**src/verilog/pin_cfg_pkg.sv**
```systemverilog
// Purpose: shared constants and carriers for the multi-function pin block
// Assumes: 16-bit register words reached through a simple internal register port
// Notes: offsets are register addresses of the serial map
package pin_cfg_pkg;
  localparam logic [7:0] PIN_CFG_ADDR = 8'h24;
  localparam logic [7:0] COMPARATOR_PROTECT_STATUS_ADDR = 8'h23;
  localparam logic [7:0] MAP_UNLOCK_ADDR = 8'hE0;
  localparam logic [15:0] PIN_CFG_RESET = 16'h0000;
  localparam logic [15:0] MAP_UNLOCK_KEY_VALUE = 16'h5A5A;
  // field positions of pin_function_config
  localparam int DEGLITCH_BIT = 15;
  localparam int DRIVE_ON_BIT = 13;
  localparam int SOURCE_LSB = 9;
  localparam int MASK_LSB = 5;
  localparam int FUNC_LSB = 1;
  localparam int SENSE_ON_BIT = 0;
  // field positions of comparator_protect_status
  localparam int PROTECT_BIT = 8;
  localparam int WIN0_BIT = 7;
  localparam int WIN1_BIT = 4;
  localparam int CMP0_BIT = 3;
  localparam int CMP1_BIT = 0;
  // deglitch filter length in clock cycles
  localparam int DEGLITCH_CYCLES = 4;
  typedef enum logic [3:0] {
    SRC_NV_BUSY = 4'h1,
    SRC_CH1_BUSY = 4'h4,
    SRC_CH0_BUSY = 4'h7,
    SRC_CH1_WIN = 4'h8,
    SRC_CH0_WIN = 4'hB
  } drive_source_t;
  typedef enum logic [3:0] {
    FN_FAULT_DUMP = 4'h2,
    FN_IOUT_PWR = 4'h3,
    FN_VOUT_PWR = 4'h4,
    FN_PROTECT = 4'h5,
    FN_CLEAR = 4'h7,
    FN_LOAD = 4'h8,
    FN_WAVE = 4'h9,
    FN_MARGIN = 4'hA,
    FN_RESET = 4'hB,
    FN_NV_PROTECT = 4'hC,
    FN_MAP_LOCK = 4'hD
  } input_function_t;
  // per-channel internal status, index 0 = channel 0
  typedef struct packed {
    logic [1:0] busy;
    logic [1:0] window_compare_out;
    logic [1:0] compare_raw;
  } channel_status_t;
  // actions driven to the rest of the device
  typedef struct packed {
    logic fault_dump;
    logic protect_start;
    logic clear_request;
    logic device_reset;
    logic [1:0] iout_down;
    logic [1:0] iout_up;
    logic [1:0] vout_down;
    logic [1:0] vout_up;
    logic [1:0] load_update_strobe;
    logic [1:0] wave_start;
    logic [1:0] wave_stop;
    logic [1:0] margin_low;
    logic [1:0] margin_high;
  } pin_action_t;
endpackage

```
**src/verilog/pin_deglitch.sv**
```systemverilog
// Purpose: optional glitch filter for the synchronised pin level
// Assumes: input already synchronised to clk
// Notes: output follows input only after a stable run when enabled
`timescale 1ns/1ps
module pin_deglitch
  import pin_cfg_pkg::*;
#(
  parameter int STABLE_CYCLES = DEGLITCH_CYCLES
) (
  // clock and reset
  input wire logic clk,
  input wire logic rstn,
  // level in and out
  input wire logic enable,
  input wire logic level_in,
  output logic level_out
);
  // the counter is eight bits wide, so longer runs cannot be served
  if (STABLE_CYCLES < 1 || STABLE_CYCLES > 255) begin : g_bad_cycles
    $error("STABLE_CYCLES out of range");
  end
  logic [7:0] count_reg, count_next;
  logic level_reg, level_next;
  always_comb begin
    count_next = count_reg;
    level_next = level_reg;
    if (!enable) begin
      // raw path: fastest response
      level_next = level_in;
      count_next = 8'h00;
    end else if (level_in == level_reg) begin
      count_next = 8'h00;
    end else if (count_reg == 8'(STABLE_CYCLES - 1)) begin
      level_next = level_in;
      count_next = 8'h00;
    end else begin
      count_next = count_reg + 8'h01;
    end
  end
  always_ff @(posedge clk or negedge rstn) begin
    if (!rstn) begin
      count_reg <= 8'h00;
      level_reg <= 1'b1;
    end else begin
      count_reg <= count_next;
      level_reg <= level_next;
    end
  end
  assign level_out = level_reg;
endmodule

```
**src/verilog/multi_function_gpio_config.sv**
```systemverilog
// Purpose: configuration, input functions and output mux of one multi-function pin, plus comparator status
// Assumes: one 10 MHz clock; register port is a simple single-cycle read/write strobe interface
// Notes: serial front end, converter and non-volatile store live elsewhere
`timescale 1ns/1ps
module multi_function_gpio_config
  import pin_cfg_pkg::*;
(
  // clock and reset
  input wire logic clk,
  input wire logic rstn,
  // register port
  input wire logic reg_write,
  input wire logic reg_read,
  input wire logic [7:0] reg_addr,
  input wire logic [15:0] reg_wdata,
  input wire logic reg_wr_via_i2c,
  output logic [15:0] reg_rdata,
  output logic map_locked,
  // stored configuration from nonvolatile memory at reset release
  input wire logic nv_cfg_valid,
  input wire logic [15:0] nv_cfg_word,
  // internal device status
  input wire channel_status_t chan_status,
  input wire logic nonvolatile_busy,
  input wire logic window_latch_on,
  input wire logic window_clear,
  input wire logic protect_active,
  // the pin
  input wire logic pin_in,
  output logic pin_out,
  output logic pin_oe,
  // actions to the device
  output pin_action_t pin_action,
  output logic nv_program_allowed
);
  // ----------------------------------------------------------------
  // input synchronisers
  // ----------------------------------------------------------------
  // the pin idles high, so the chain resets high and reset release is not an edge
  logic pin_s1_reg, pin_s2_reg;
  logic [1:0] cmp_s1_reg, cmp_s2_reg;
  always_ff @(posedge clk or negedge rstn) begin
    if (!rstn) begin
      pin_s1_reg <= 1'b1;
      pin_s2_reg <= 1'b1;
      cmp_s1_reg <= 2'h0;
      cmp_s2_reg <= 2'h0;
    end else begin
      pin_s1_reg <= pin_in;
      pin_s2_reg <= pin_s1_reg;
      cmp_s1_reg <= chan_status.compare_raw;
      cmp_s2_reg <= cmp_s1_reg;
    end
  end

  // ----------------------------------------------------------------
  // configuration register
  // ----------------------------------------------------------------
  logic [15:0] cfg_reg, cfg_next;
  logic lock_reg, lock_next;
  logic nv_prog_reg, nv_prog_next;
  logic boot_reg, boot_next;
  logic cfg_hit, unlock_hit, status_hit;
  logic pin_level, pin_prev_reg, fall, rise;
  logic [3:0] func;
  logic [1:0] chan_sel;

  // ----------------------------------------------------------------
  // register decode
  // ----------------------------------------------------------------
  assign cfg_hit = reg_addr == PIN_CFG_ADDR;
  assign status_hit = reg_addr == COMPARATOR_PROTECT_STATUS_ADDR;
  assign unlock_hit = reg_addr == MAP_UNLOCK_ADDR;
  assign func = cfg_reg[FUNC_LSB +: 4];
  // channel index 0 from mask bit 3, channel 1 from mask bit 0
  assign chan_sel = {cfg_reg[MASK_LSB], cfg_reg[MASK_LSB + 3]};
  // edges are taken after the filter so a rejected glitch never becomes an action
  assign fall = pin_prev_reg & ~pin_level;
  assign rise = ~pin_prev_reg & pin_level;

  // ----------------------------------------------------------------
  // pin filter
  // ----------------------------------------------------------------
  // the filter sits behind the synchroniser, so its counter never sees a metastable level
  pin_deglitch #(
    .STABLE_CYCLES(DEGLITCH_CYCLES)
  ) u_deglitch (
    .clk(clk),
    .rstn(rstn),
    .enable(cfg_reg[DEGLITCH_BIT]),
    .level_in(pin_s2_reg),
    .level_out(pin_level)
  );

  function automatic logic func_active(input logic [3:0] code, input logic [3:0] f, input logic sense);
    func_active = sense && (code == f);
  endfunction

  // one action bit per selected channel; an unselected channel never sees the edge
  function automatic logic [1:0] on_channels(input logic hit, input logic [1:0] sel);
    on_channels = {2{hit}} & sel;
  endfunction

  // ----------------------------------------------------------------
  // configuration, lock and nonvolatile programming state
  // ----------------------------------------------------------------
  // boot_reg marks the first edge after reset, so stored contents are applied only once
  always_comb begin
    cfg_next = cfg_reg;
    lock_next = lock_reg;
    nv_prog_next = nv_prog_reg;
    boot_next = 1'b0;
    // caught once after reset release: only the reset function is restored
    if (boot_reg && nv_cfg_valid && nv_cfg_word[FUNC_LSB +: 4] == FN_RESET) begin
      cfg_next = nv_cfg_word;
    end
    // a write on the first edge after reset overrides the stored word
    if (reg_write && cfg_hit && !lock_reg) begin
      cfg_next = reg_wdata;
    end
    // the key is honoured even while locked, or software could never reopen the map
    if (reg_write && unlock_hit && reg_wdata == MAP_UNLOCK_KEY_VALUE) begin
      lock_next = 1'b0;
    end
    if (func_active(func, FN_MAP_LOCK, cfg_reg[SENSE_ON_BIT])) begin
      if (fall) begin
        lock_next = 1'b0;
      end else if (rise) begin
        lock_next = 1'b1;
      end
    end
    if (func_active(func, FN_NV_PROTECT, cfg_reg[SENSE_ON_BIT])) begin
      if (fall) begin
        nv_prog_next = 1'b1;
      end else if (rise) begin
        nv_prog_next = 1'b0;
      end
    end
  end

  always_ff @(posedge clk or negedge rstn) begin
    if (!rstn) begin
      cfg_reg <= PIN_CFG_RESET;
      lock_reg <= 1'b0;
      nv_prog_reg <= 1'b1;
      boot_reg <= 1'b1;
      pin_prev_reg <= 1'b1;
    end else begin
      cfg_reg <= cfg_next;
      lock_reg <= lock_next;
      nv_prog_reg <= nv_prog_next;
      boot_reg <= boot_next;
      pin_prev_reg <= pin_level;
    end
  end

  // ----------------------------------------------------------------
  // input function decode
  // ----------------------------------------------------------------
  // registered so each edge action leaves as a clean one-cycle pulse; device_reset is held until the rising edge, clear_request while the pin is low
  pin_action_t act_next, act_reg;
  always_comb begin
    act_next = '0;
    if (cfg_reg[SENSE_ON_BIT]) begin
      unique case (func)
        FN_FAULT_DUMP: act_next.fault_dump = fall;
        FN_IOUT_PWR: begin
          act_next.iout_down = on_channels(fall, chan_sel);
          act_next.iout_up = on_channels(rise, chan_sel);
        end
        FN_VOUT_PWR: begin
          act_next.vout_down = on_channels(fall, chan_sel);
          act_next.vout_up = on_channels(rise, chan_sel);
        end
        FN_PROTECT: act_next.protect_start = fall;
        FN_CLEAR: act_next.clear_request = ~pin_level;
        FN_LOAD: act_next.load_update_strobe = on_channels(fall, chan_sel);
        FN_WAVE: begin
          act_next.wave_start = on_channels(rise, chan_sel);
          act_next.wave_stop = on_channels(fall, chan_sel);
        end
        FN_MARGIN: begin
          act_next.margin_low = on_channels(fall, chan_sel);
          act_next.margin_high = on_channels(rise, chan_sel);
        end
        // held from falling edge until rising edge
        FN_RESET: act_next.device_reset = fall | (act_reg.device_reset & ~rise);
        // handled by lock and nonvolatile state above; others do nothing
        default: act_next = '0;
      endcase
    end
  end

  // ----------------------------------------------------------------
  // status word and output mux
  // ----------------------------------------------------------------
  logic protect_reg, protect_next;
  logic [1:0] win_reg, win_next;
  logic pin_out_next;
  logic [15:0] rdata_next, rdata_reg;
  logic [15:0] status_word;

  always_comb begin
    // unused bits read as zero
    status_word = 16'h0000;
    status_word[PROTECT_BIT] = protect_reg;
    status_word[WIN0_BIT] = win_reg[0];
    status_word[WIN1_BIT] = win_reg[1];
    status_word[CMP0_BIT] = cmp_s2_reg[0];
    status_word[CMP1_BIT] = cmp_s2_reg[1];
  end

  always_comb begin
    protect_next = protect_reg;
    // a read clears, but a protect event in the same cycle wins
    if (reg_read && status_hit) begin
      protect_next = 1'b0;
    end
    if (protect_active || act_reg.protect_start) begin
      protect_next = 1'b1;
    end
    // latched mode keeps a set bit until window_clear, whose cycle reloads the live result
    if (window_latch_on) begin
      win_next = window_clear ? chan_status.window_compare_out : (win_reg | chan_status.window_compare_out);
    end else begin
      win_next = chan_status.window_compare_out;
    end
    unique case (cfg_reg[SOURCE_LSB +: 4])
      SRC_NV_BUSY: pin_out_next = nonvolatile_busy;
      SRC_CH1_BUSY: pin_out_next = chan_status.busy[1];
      SRC_CH0_BUSY: pin_out_next = chan_status.busy[0];
      SRC_CH1_WIN: pin_out_next = win_reg[1];
      SRC_CH0_WIN: pin_out_next = win_reg[0];
      // unsupported selector codes drive a quiet low rather than a stale bit
      default: pin_out_next = 1'b0;
    endcase
    rdata_next = rdata_reg;
    if (reg_read) begin
      if (cfg_hit) begin
        rdata_next = cfg_reg;
      end else if (status_hit) begin
        rdata_next = status_word;
      end else begin
        // unmapped addresses read as zero
        rdata_next = 16'h0000;
      end
    end
  end

  // ----------------------------------------------------------------
  // output registers
  // ----------------------------------------------------------------
  // enable follows the next config value so the pin turns around with the register
  logic oe_reg, out_reg;
  always_ff @(posedge clk or negedge rstn) begin
    if (!rstn) begin
      protect_reg <= 1'b0;
      win_reg <= 2'h0;
      rdata_reg <= 16'h0000;
      act_reg <= '0;
      oe_reg <= 1'b0;
      out_reg <= 1'b0;
    end else begin
      protect_reg <= protect_next;
      win_reg <= win_next;
      rdata_reg <= rdata_next;
      act_reg <= act_next;
      oe_reg <= cfg_next[DRIVE_ON_BIT];
      out_reg <= pin_out_next;
    end
  end

  assign reg_rdata = rdata_reg;
  assign pin_oe = oe_reg;
  assign pin_out = out_reg;
  assign pin_action = act_reg;
  assign map_locked = lock_reg;
  assign nv_program_allowed = nv_prog_reg;
endmodule

```
**config.mk**
```make
export PLATFORM = sky130hd
export DESIGN_NAME = multi_function_gpio_config
export DESIGN_NICKNAME = d
export VERILOG_FILES = /design/src/verilog/pin_cfg_pkg.sv /design/src/verilog/pin_deglitch.sv /design/src/verilog/multi_function_gpio_config.sv
export SDC_FILE = /design/constraint.sdc
export NUM_CORES = 1
export LEC_CHECK = 0
export ABC_AREA = 0
export BUFFER_PORTS_ARGS = -buffer_cell sky130_fd_sc_hd__buf_2
export CAP_MARGIN = 20
export CORE_AREA = 2 2 90 92
export CTS_CLUSTER_SIZE = 8
export DETAILED_ROUTE_END_ITERATION = 7
export DIE_AREA = 0 0 92 94
export PLACE_DENSITY = 0.72
export SETUP_SLACK_MARGIN = 0.5
export SYNTH_ARGS = -nofsm -noshare
export SYNTH_HDL_FRONTEND = slang
export SYNTH_SLANG_ARGS = --single-unit
```
**constraint.sdc**
```tcl
create_clock -name clk -period 2.1 [get_ports clk]
set_clock_uncertainty 0.1 [all_clocks]
set_input_delay 0.42 -clock clk [delete_from_list [all_inputs] [get_ports clk]]
set_output_delay 0.42 -clock clk [all_outputs]
set_load 0.01 [all_outputs]
```
# [After elaboration in Yosys (flattened, before gate mapping)]
# Index checks and enable logic that the tools add are counted.
[op_classes] addsub=1 n_mul=0 div=0 order_cmp=0 eq_ne=25 n_shift=0 muxes=31 n_bitwise=10 reduce_logical=16
[op_table] cell="2-to-1 mux 16 bit" count=3
[op_table] cell="equality test 4 bit (second input constant)" count=9
[op_table] cell="2-to-1 mux 8 bit" count=3
[op_table] cell="2-to-1 mux 22 bit" count=1
[op_table] cell="equality test 4 x 3 -> 1 bit (second input constant)" count=5
[op_table] cell="equality test 16 x 15 -> 1 bit (second input constant)" count=1
[op_table] cell="equality test 8 x 6 -> 1 bit (second input constant)" count=2
[op_table] cell="2-to-1 mux 4 bit" count=4
[op_table] cell="2-to-1 mux 1 bit" count=15
[op_table] cell="logical AND 1 bit" count=9
[op_table] cell="2-to-1 mux 9 bit" count=1
[op_table] cell="adder 8 x 1 -> 8 bit (second input constant)" count=1
[op_table] cell="equality test 4 x 2 -> 1 bit (second input constant)" count=2
[op_table] cell="equality test 8 x 2 -> 1 bit (second input constant)" count=1
[op_table] cell="equality test 8 bit (second input constant)" count=1
[op_table] cell="2-to-1 mux 2 bit" count=3
[op_table] cell="nonzero test 2 bit" count=3
[op_table] cell="case mux 1 bit (5 select lines)" count=1
[op_table] cell="bitwise AND 2 bit" count=2
[op_table] cell="equality test 4 x 1 -> 1 bit (second input constant)" count=1
[op_table] cell="AND reduction 2 bit" count=2
[op_table] cell="bitwise AND 1 bit" count=3
[op_table] cell="NOT 1 bit" count=3
[op_table] cell="!= test 2 x 1 -> 1 bit (second input constant)" count=1
[op_table] cell="other kinds (6)" count=6
[totals] register_bits=77 latch_bits=0 ramBits=0 rom_bits=0 input_bits=57 memories=0

# [Longest topological paths before layout]
[logic_depth] ltp_word=7 mapped_depth=6 depth_no_buf=5

# [By module]
# A second synthesis with hierarchy kept.
[hier_totals] hier_cells=300 area_unflattened_um2=3226.8
[modules_own_cells] module="multi_function_gpio_config" n_inst=1 cells_per_inst=260 area_per_inst_um2=2785.2 seq_area_each_um2=1707.9
[modules_own_cells] module="pin_deglitch" n_inst=1 cells_per_inst=40 area_per_inst_um2=441.7 seq_area_each_um2=226.5

# [Worst setup path before layout]
# No wires, ideal clock.
[synth_timing] path_type="register -> register" startpoint="register u_deglitch.level_reg (netlist: u_deglitch.level_out)" endpoint="register nv_prog_reg (netlist: nv_program_allowed)" t_arrival_ns=1.458 path_slack_ns=0.460 path_stages_with_launch=5 path_buffers=0 path_cell_list="dfstp_2 > inv_1 > ha_1 > nor4_1 > mux2_2"
[synth_between] elab_chain_cells=4 elab_cells_between_ends=6 cone_classes="mux (1); bitwise (3); reduce/logical (2)"
[synth_rtl] element="from (decl)" line="pin_deglitch.sv:23" source="logic level_reg, level_next;"
[synth_rtl] element="from (signal assigned)" line="pin_deglitch.sv:46" source="level_reg <= level_next;"
[synth_rtl] element="NOT 1 bit" line="multi_function_gpio_config.sv:78" source="assign fall = pin_prev_reg & ~pin_level;"
[synth_rtl] element="bitwise AND 1 bit" line="multi_function_gpio_config.sv:78"
[synth_rtl] element="nonzero test 2 bit (no line)"
[synth_rtl] element="AND reduction 2 bit (no line)"
[synth_rtl] element="to (signal assigned)" line="multi_function_gpio_config.sv:151" source="nv_prog_reg <= nv_prog_next;"
[synth_rtl] element="to (decl)" line="multi_function_gpio_config.sv:61" source="logic nv_prog_reg, nv_prog_next;"
# Parallel ways exist; a longest one is shown, timed or not.
# A chain may end at the register's enable or synchronous reset.

# [Worst setup path in the final report]
[layout_timing] startpoint="register boot_reg" endpoint="register cfg_reg[13]"
[layout_between] elab_chain_cells=3
[layout_rtl] element="from (decl)" line="multi_function_gpio_config.sv:62" source="logic boot_reg, boot_next;"
[layout_rtl] element="from (signal assigned)" line="multi_function_gpio_config.sv:152" source="boot_reg <= boot_next;"
[layout_rtl] element="logical AND 1 bit (2 in a row)" line="multi_function_gpio_config.sv:114" source="if (boot_reg && nv_cfg_valid && nv_cfg_word[FUNC_LSB +: 4] == FN_RESET) begin"
[layout_rtl] element="nonzero test 2 bit (no line)"
[layout_rtl] element="to (signal assigned)" line="multi_function_gpio_config.sv:149" source="cfg_reg <= cfg_next;"
[layout_rtl] element="to (decl)" line="multi_function_gpio_config.sv:59" source="logic [15:0] cfg_reg, cfg_next;"
# Every way passes these cells.

==> metrics.yaml <==
insertion_delay_ns: 0.34
hpwl_mm: 5.388
final_cell_mix: "buf_2, dfrtp_1, nor2_1"
setup_viol: 0
hold_path_class: "input port to register"
utilization: 0.5449
antenna_found_initial: 0
max_cap_viol_count: 0
synthAdderAreaFrac: 0.01134
yosysWarnings: 0
drt-initial-drc-count: 64
start_kind: "register"
fin_crit_ns: 1.602
via_per_inst: 5.043
cts.clk_slew.worst_paths_ns: 0.07
cts_buffer_depth: 2
layout.cells.non_filler: 485
rr_startpoint: "boot_reg$_DFF_PN1_"
synth.area.top_cells: "dfrtp_1, dfstp_2, nor2_1"
ioPinCount: 99
grt_max_degree: 78
n_fill_cell: 679
crit_path_end_kind: "register"
first_pass_iters: 6
largest_register_ffs: 22
ant_nets: 0
synth_area_um2: 3309
rsz0062_at_grt: "yes"
p_comb_frac: 0.127
synth_top_area_frac: 0.5369
placed_area_um2: 3908
synth_nets: 333
cts-root-buf: "clkbuf_8"
synth_compound_area_frac: 0.1089
whs_path_depth: 1
cp.arrival_ns: 1.73
worstSetupPathType: "register to register"
hold_slack_ns: 0.07103
ys_ff_latch: 77
synth-simple-area-share: 0.2015
p_sw_uw: 819.0
area_growth_pct: 25.26
seq_power_share: 0.549
wire_per_inst_um: 15.33
layout-drive-gt1-share: 0.4308
reg2reg_slack_ns: 0.50
htreeDepth: 3
ys_seq_area_frac: 0.5845
power.leakage_uw: 0.001989
final_common_cell: "buf_2"
gp_congestion: 0.8349
port_buffers: 97
worstRegToRegCells: 5
die_area_um2: 8648
synthCells: 273
status: "completed"
peakVddDrop_mv: 0.3726
period_share: 0.7627
fin_area_um2: 4145
numCtsBuffers: 9
crit_fanout: 14
n_antenna_cell: 0
clkPwrFrac: 0.324
min_to: "pin_s1_reg$_DFF_PN1_"
grt_pass1_wl_mm: 11.83
min_from: "pin_in"
layout.nets: 438
reg2reg_to: "cfg_reg[13]$_DFFE_PN0P_"
die_w_um: 92
drc: 0
slew_viol_final: 0
core_um2: 7607
wl_mm: 7.433
yosys-mux-area-fraction: 0.04310
grt_pass1_vias: 2362
post-place-cells: 467
cp.required_ns: 2.23
synth_top_family_by_area: "simple AND/OR/NAND/NOR gates"
grtUsageTotal: 0.1813
powerDensity_nw_per_um2: 741.0
cts_tree: "done"
max_freq_mhz: 624.4
die_h_um: 94
via_count: 2446
finalHoldViolations: 0
synth.largest_area_cell: "dfrtp_1"
avgSynthCellArea_um2: 12.12
synth.distinct_cells: 48
synth_xor_area_frac: 0.01853
p_int_uw: 2253
grt_overflow_total: 0
switching_share: 0.2666
clock_sinks: 77
num_rows: 32
initial_core_util: 0.4350
setup-tns-final_ns: 0
-- synthesized netlist by cell type (all sizes together) --
cell type and instances:
o21ai 3, dfrtp 71, conb 1, mux2i 12, o22ai 1, inv 6, o2bb2ai 1, dfstp 6
nand2b 6, a32oi 2, o41ai 1, nor2 51, xor2 3, clkbuf 3, nand2 8, a221o 4
or3 1, nor2b 6, and3 3, and4b 1, nand4b 1, a21o 2, ha 3, nor4bb 2
nor3b 2, nor4b 2, a22oi 1, nor3 7, nand4 2, nor4 3, buf 7, a22o 11
xnor2 4, nand3b 2, mux2 2, a21oi 17, nand3 15
-- area by class of cell --
| type | count | area [um2] | area share |
|---|---|---|---|
| flip-flops and latches | 77 | 1934 | 0.4666 |
| multi-input cells | 180 | 1313 | 0.3166 |
| repair buffers | 104 | 575.6 | 0.1388 |
| clock buffers | 14 | 162.7 | 0.03924 |
| well taps | 102 | 127.6 | 0.03079 |
| inverters | 6 | 22.52 | 0.005433 |
| clock inverters | 2 | 10.01 | 0.002415 |
-- metrics by stage --
| step | worst slack (ns) | power, uW |
|---|---|---|
| 2_1_floorplan | 0.5161 | 1899 |
| 3_5_place_dp | 0.2751 | 2075 |
| 6_report | 0.4983 | 3072 |
| 4_1_cts | 0.4864 | 3076 |
| 3_3_place_gp | 0.2712 | 2060 |
| 5_1_grt | 0.3568 | 3232 |
-- power by group through the flow --
stage	clock network, uW	registers (uW)	logic (uW)
final	994	1690	391
after global routing	1090	1700	441
after CTS	1010	1680	382
after detailed placement	0	1710	364
after global placement	0	1710	353
after floorplan	0	1660	236
-- critical path: stages, from the launching register on --
cell and delay [ns]:
dfstp_2 0.52, nand4_1 0.10, nor3b_2 0.18, buf_6 0.24, mux2i_1 0.26, a21oi_2 0.08
-- cell families after synthesis --
kind of cell,Yosys count
adders and majority gates,3
other,1
DFF,77
muxes,14
and+or+nand+nor,112
xor gates and xnor gates,7
buffers and inverters,16
AOI/OAI and AO/OA,43
-- metal layers --
| metal | GRT usage | wire, um | up-vias |
|---|---|---|---|
| met3 | 0.03130 | 381 | 8 |
| met5 | 0 | 0 | - |
| li1 | - | - | 1163 |
| met2 | 0.2837 | 3612 | 78 |
| met1 | 0.2492 | 3335 | 1197 |
| met4 | 0.08085 | 103 | 0 |
-- how the worst max path moves through the flow --
stage,start,end,slack (ns),cells after the start
finish,boot_reg$_DFF_PN1_,cfg_reg[13]$_DFFE_PN0P_,0.50,5
global route,boot_reg$_DFF_PN1_,cfg_reg[5]$_DFFE_PN0P_,0.36,5
CTS,boot_reg$_DFF_PN1_,cfg_reg[12]$_DFFE_PN0P_,0.49,5
detailed placement,reg_addr[1],map_locked$_DFF_PN0_,0.28,5
global placement,reg_addr[1],map_locked$_DFF_PN0_,0.27,5
floorplan,u_deglitch.level_out$_DFFE_PN1P_,nv_program_allowed$_DFFE_PN1P_,0.52,4
-- timing repair --
item / in CTS / in global routing
resized for setup: 2 / 6
endpoints found under the hold margin: 10 / 0
buffers inserted: 1 / 0
hold buffers: 1 / 0
pin swaps: 0 / 2
setup endpoints to repair: 16 / 19
Note: power is estimated with default switching activity, not from simulation.
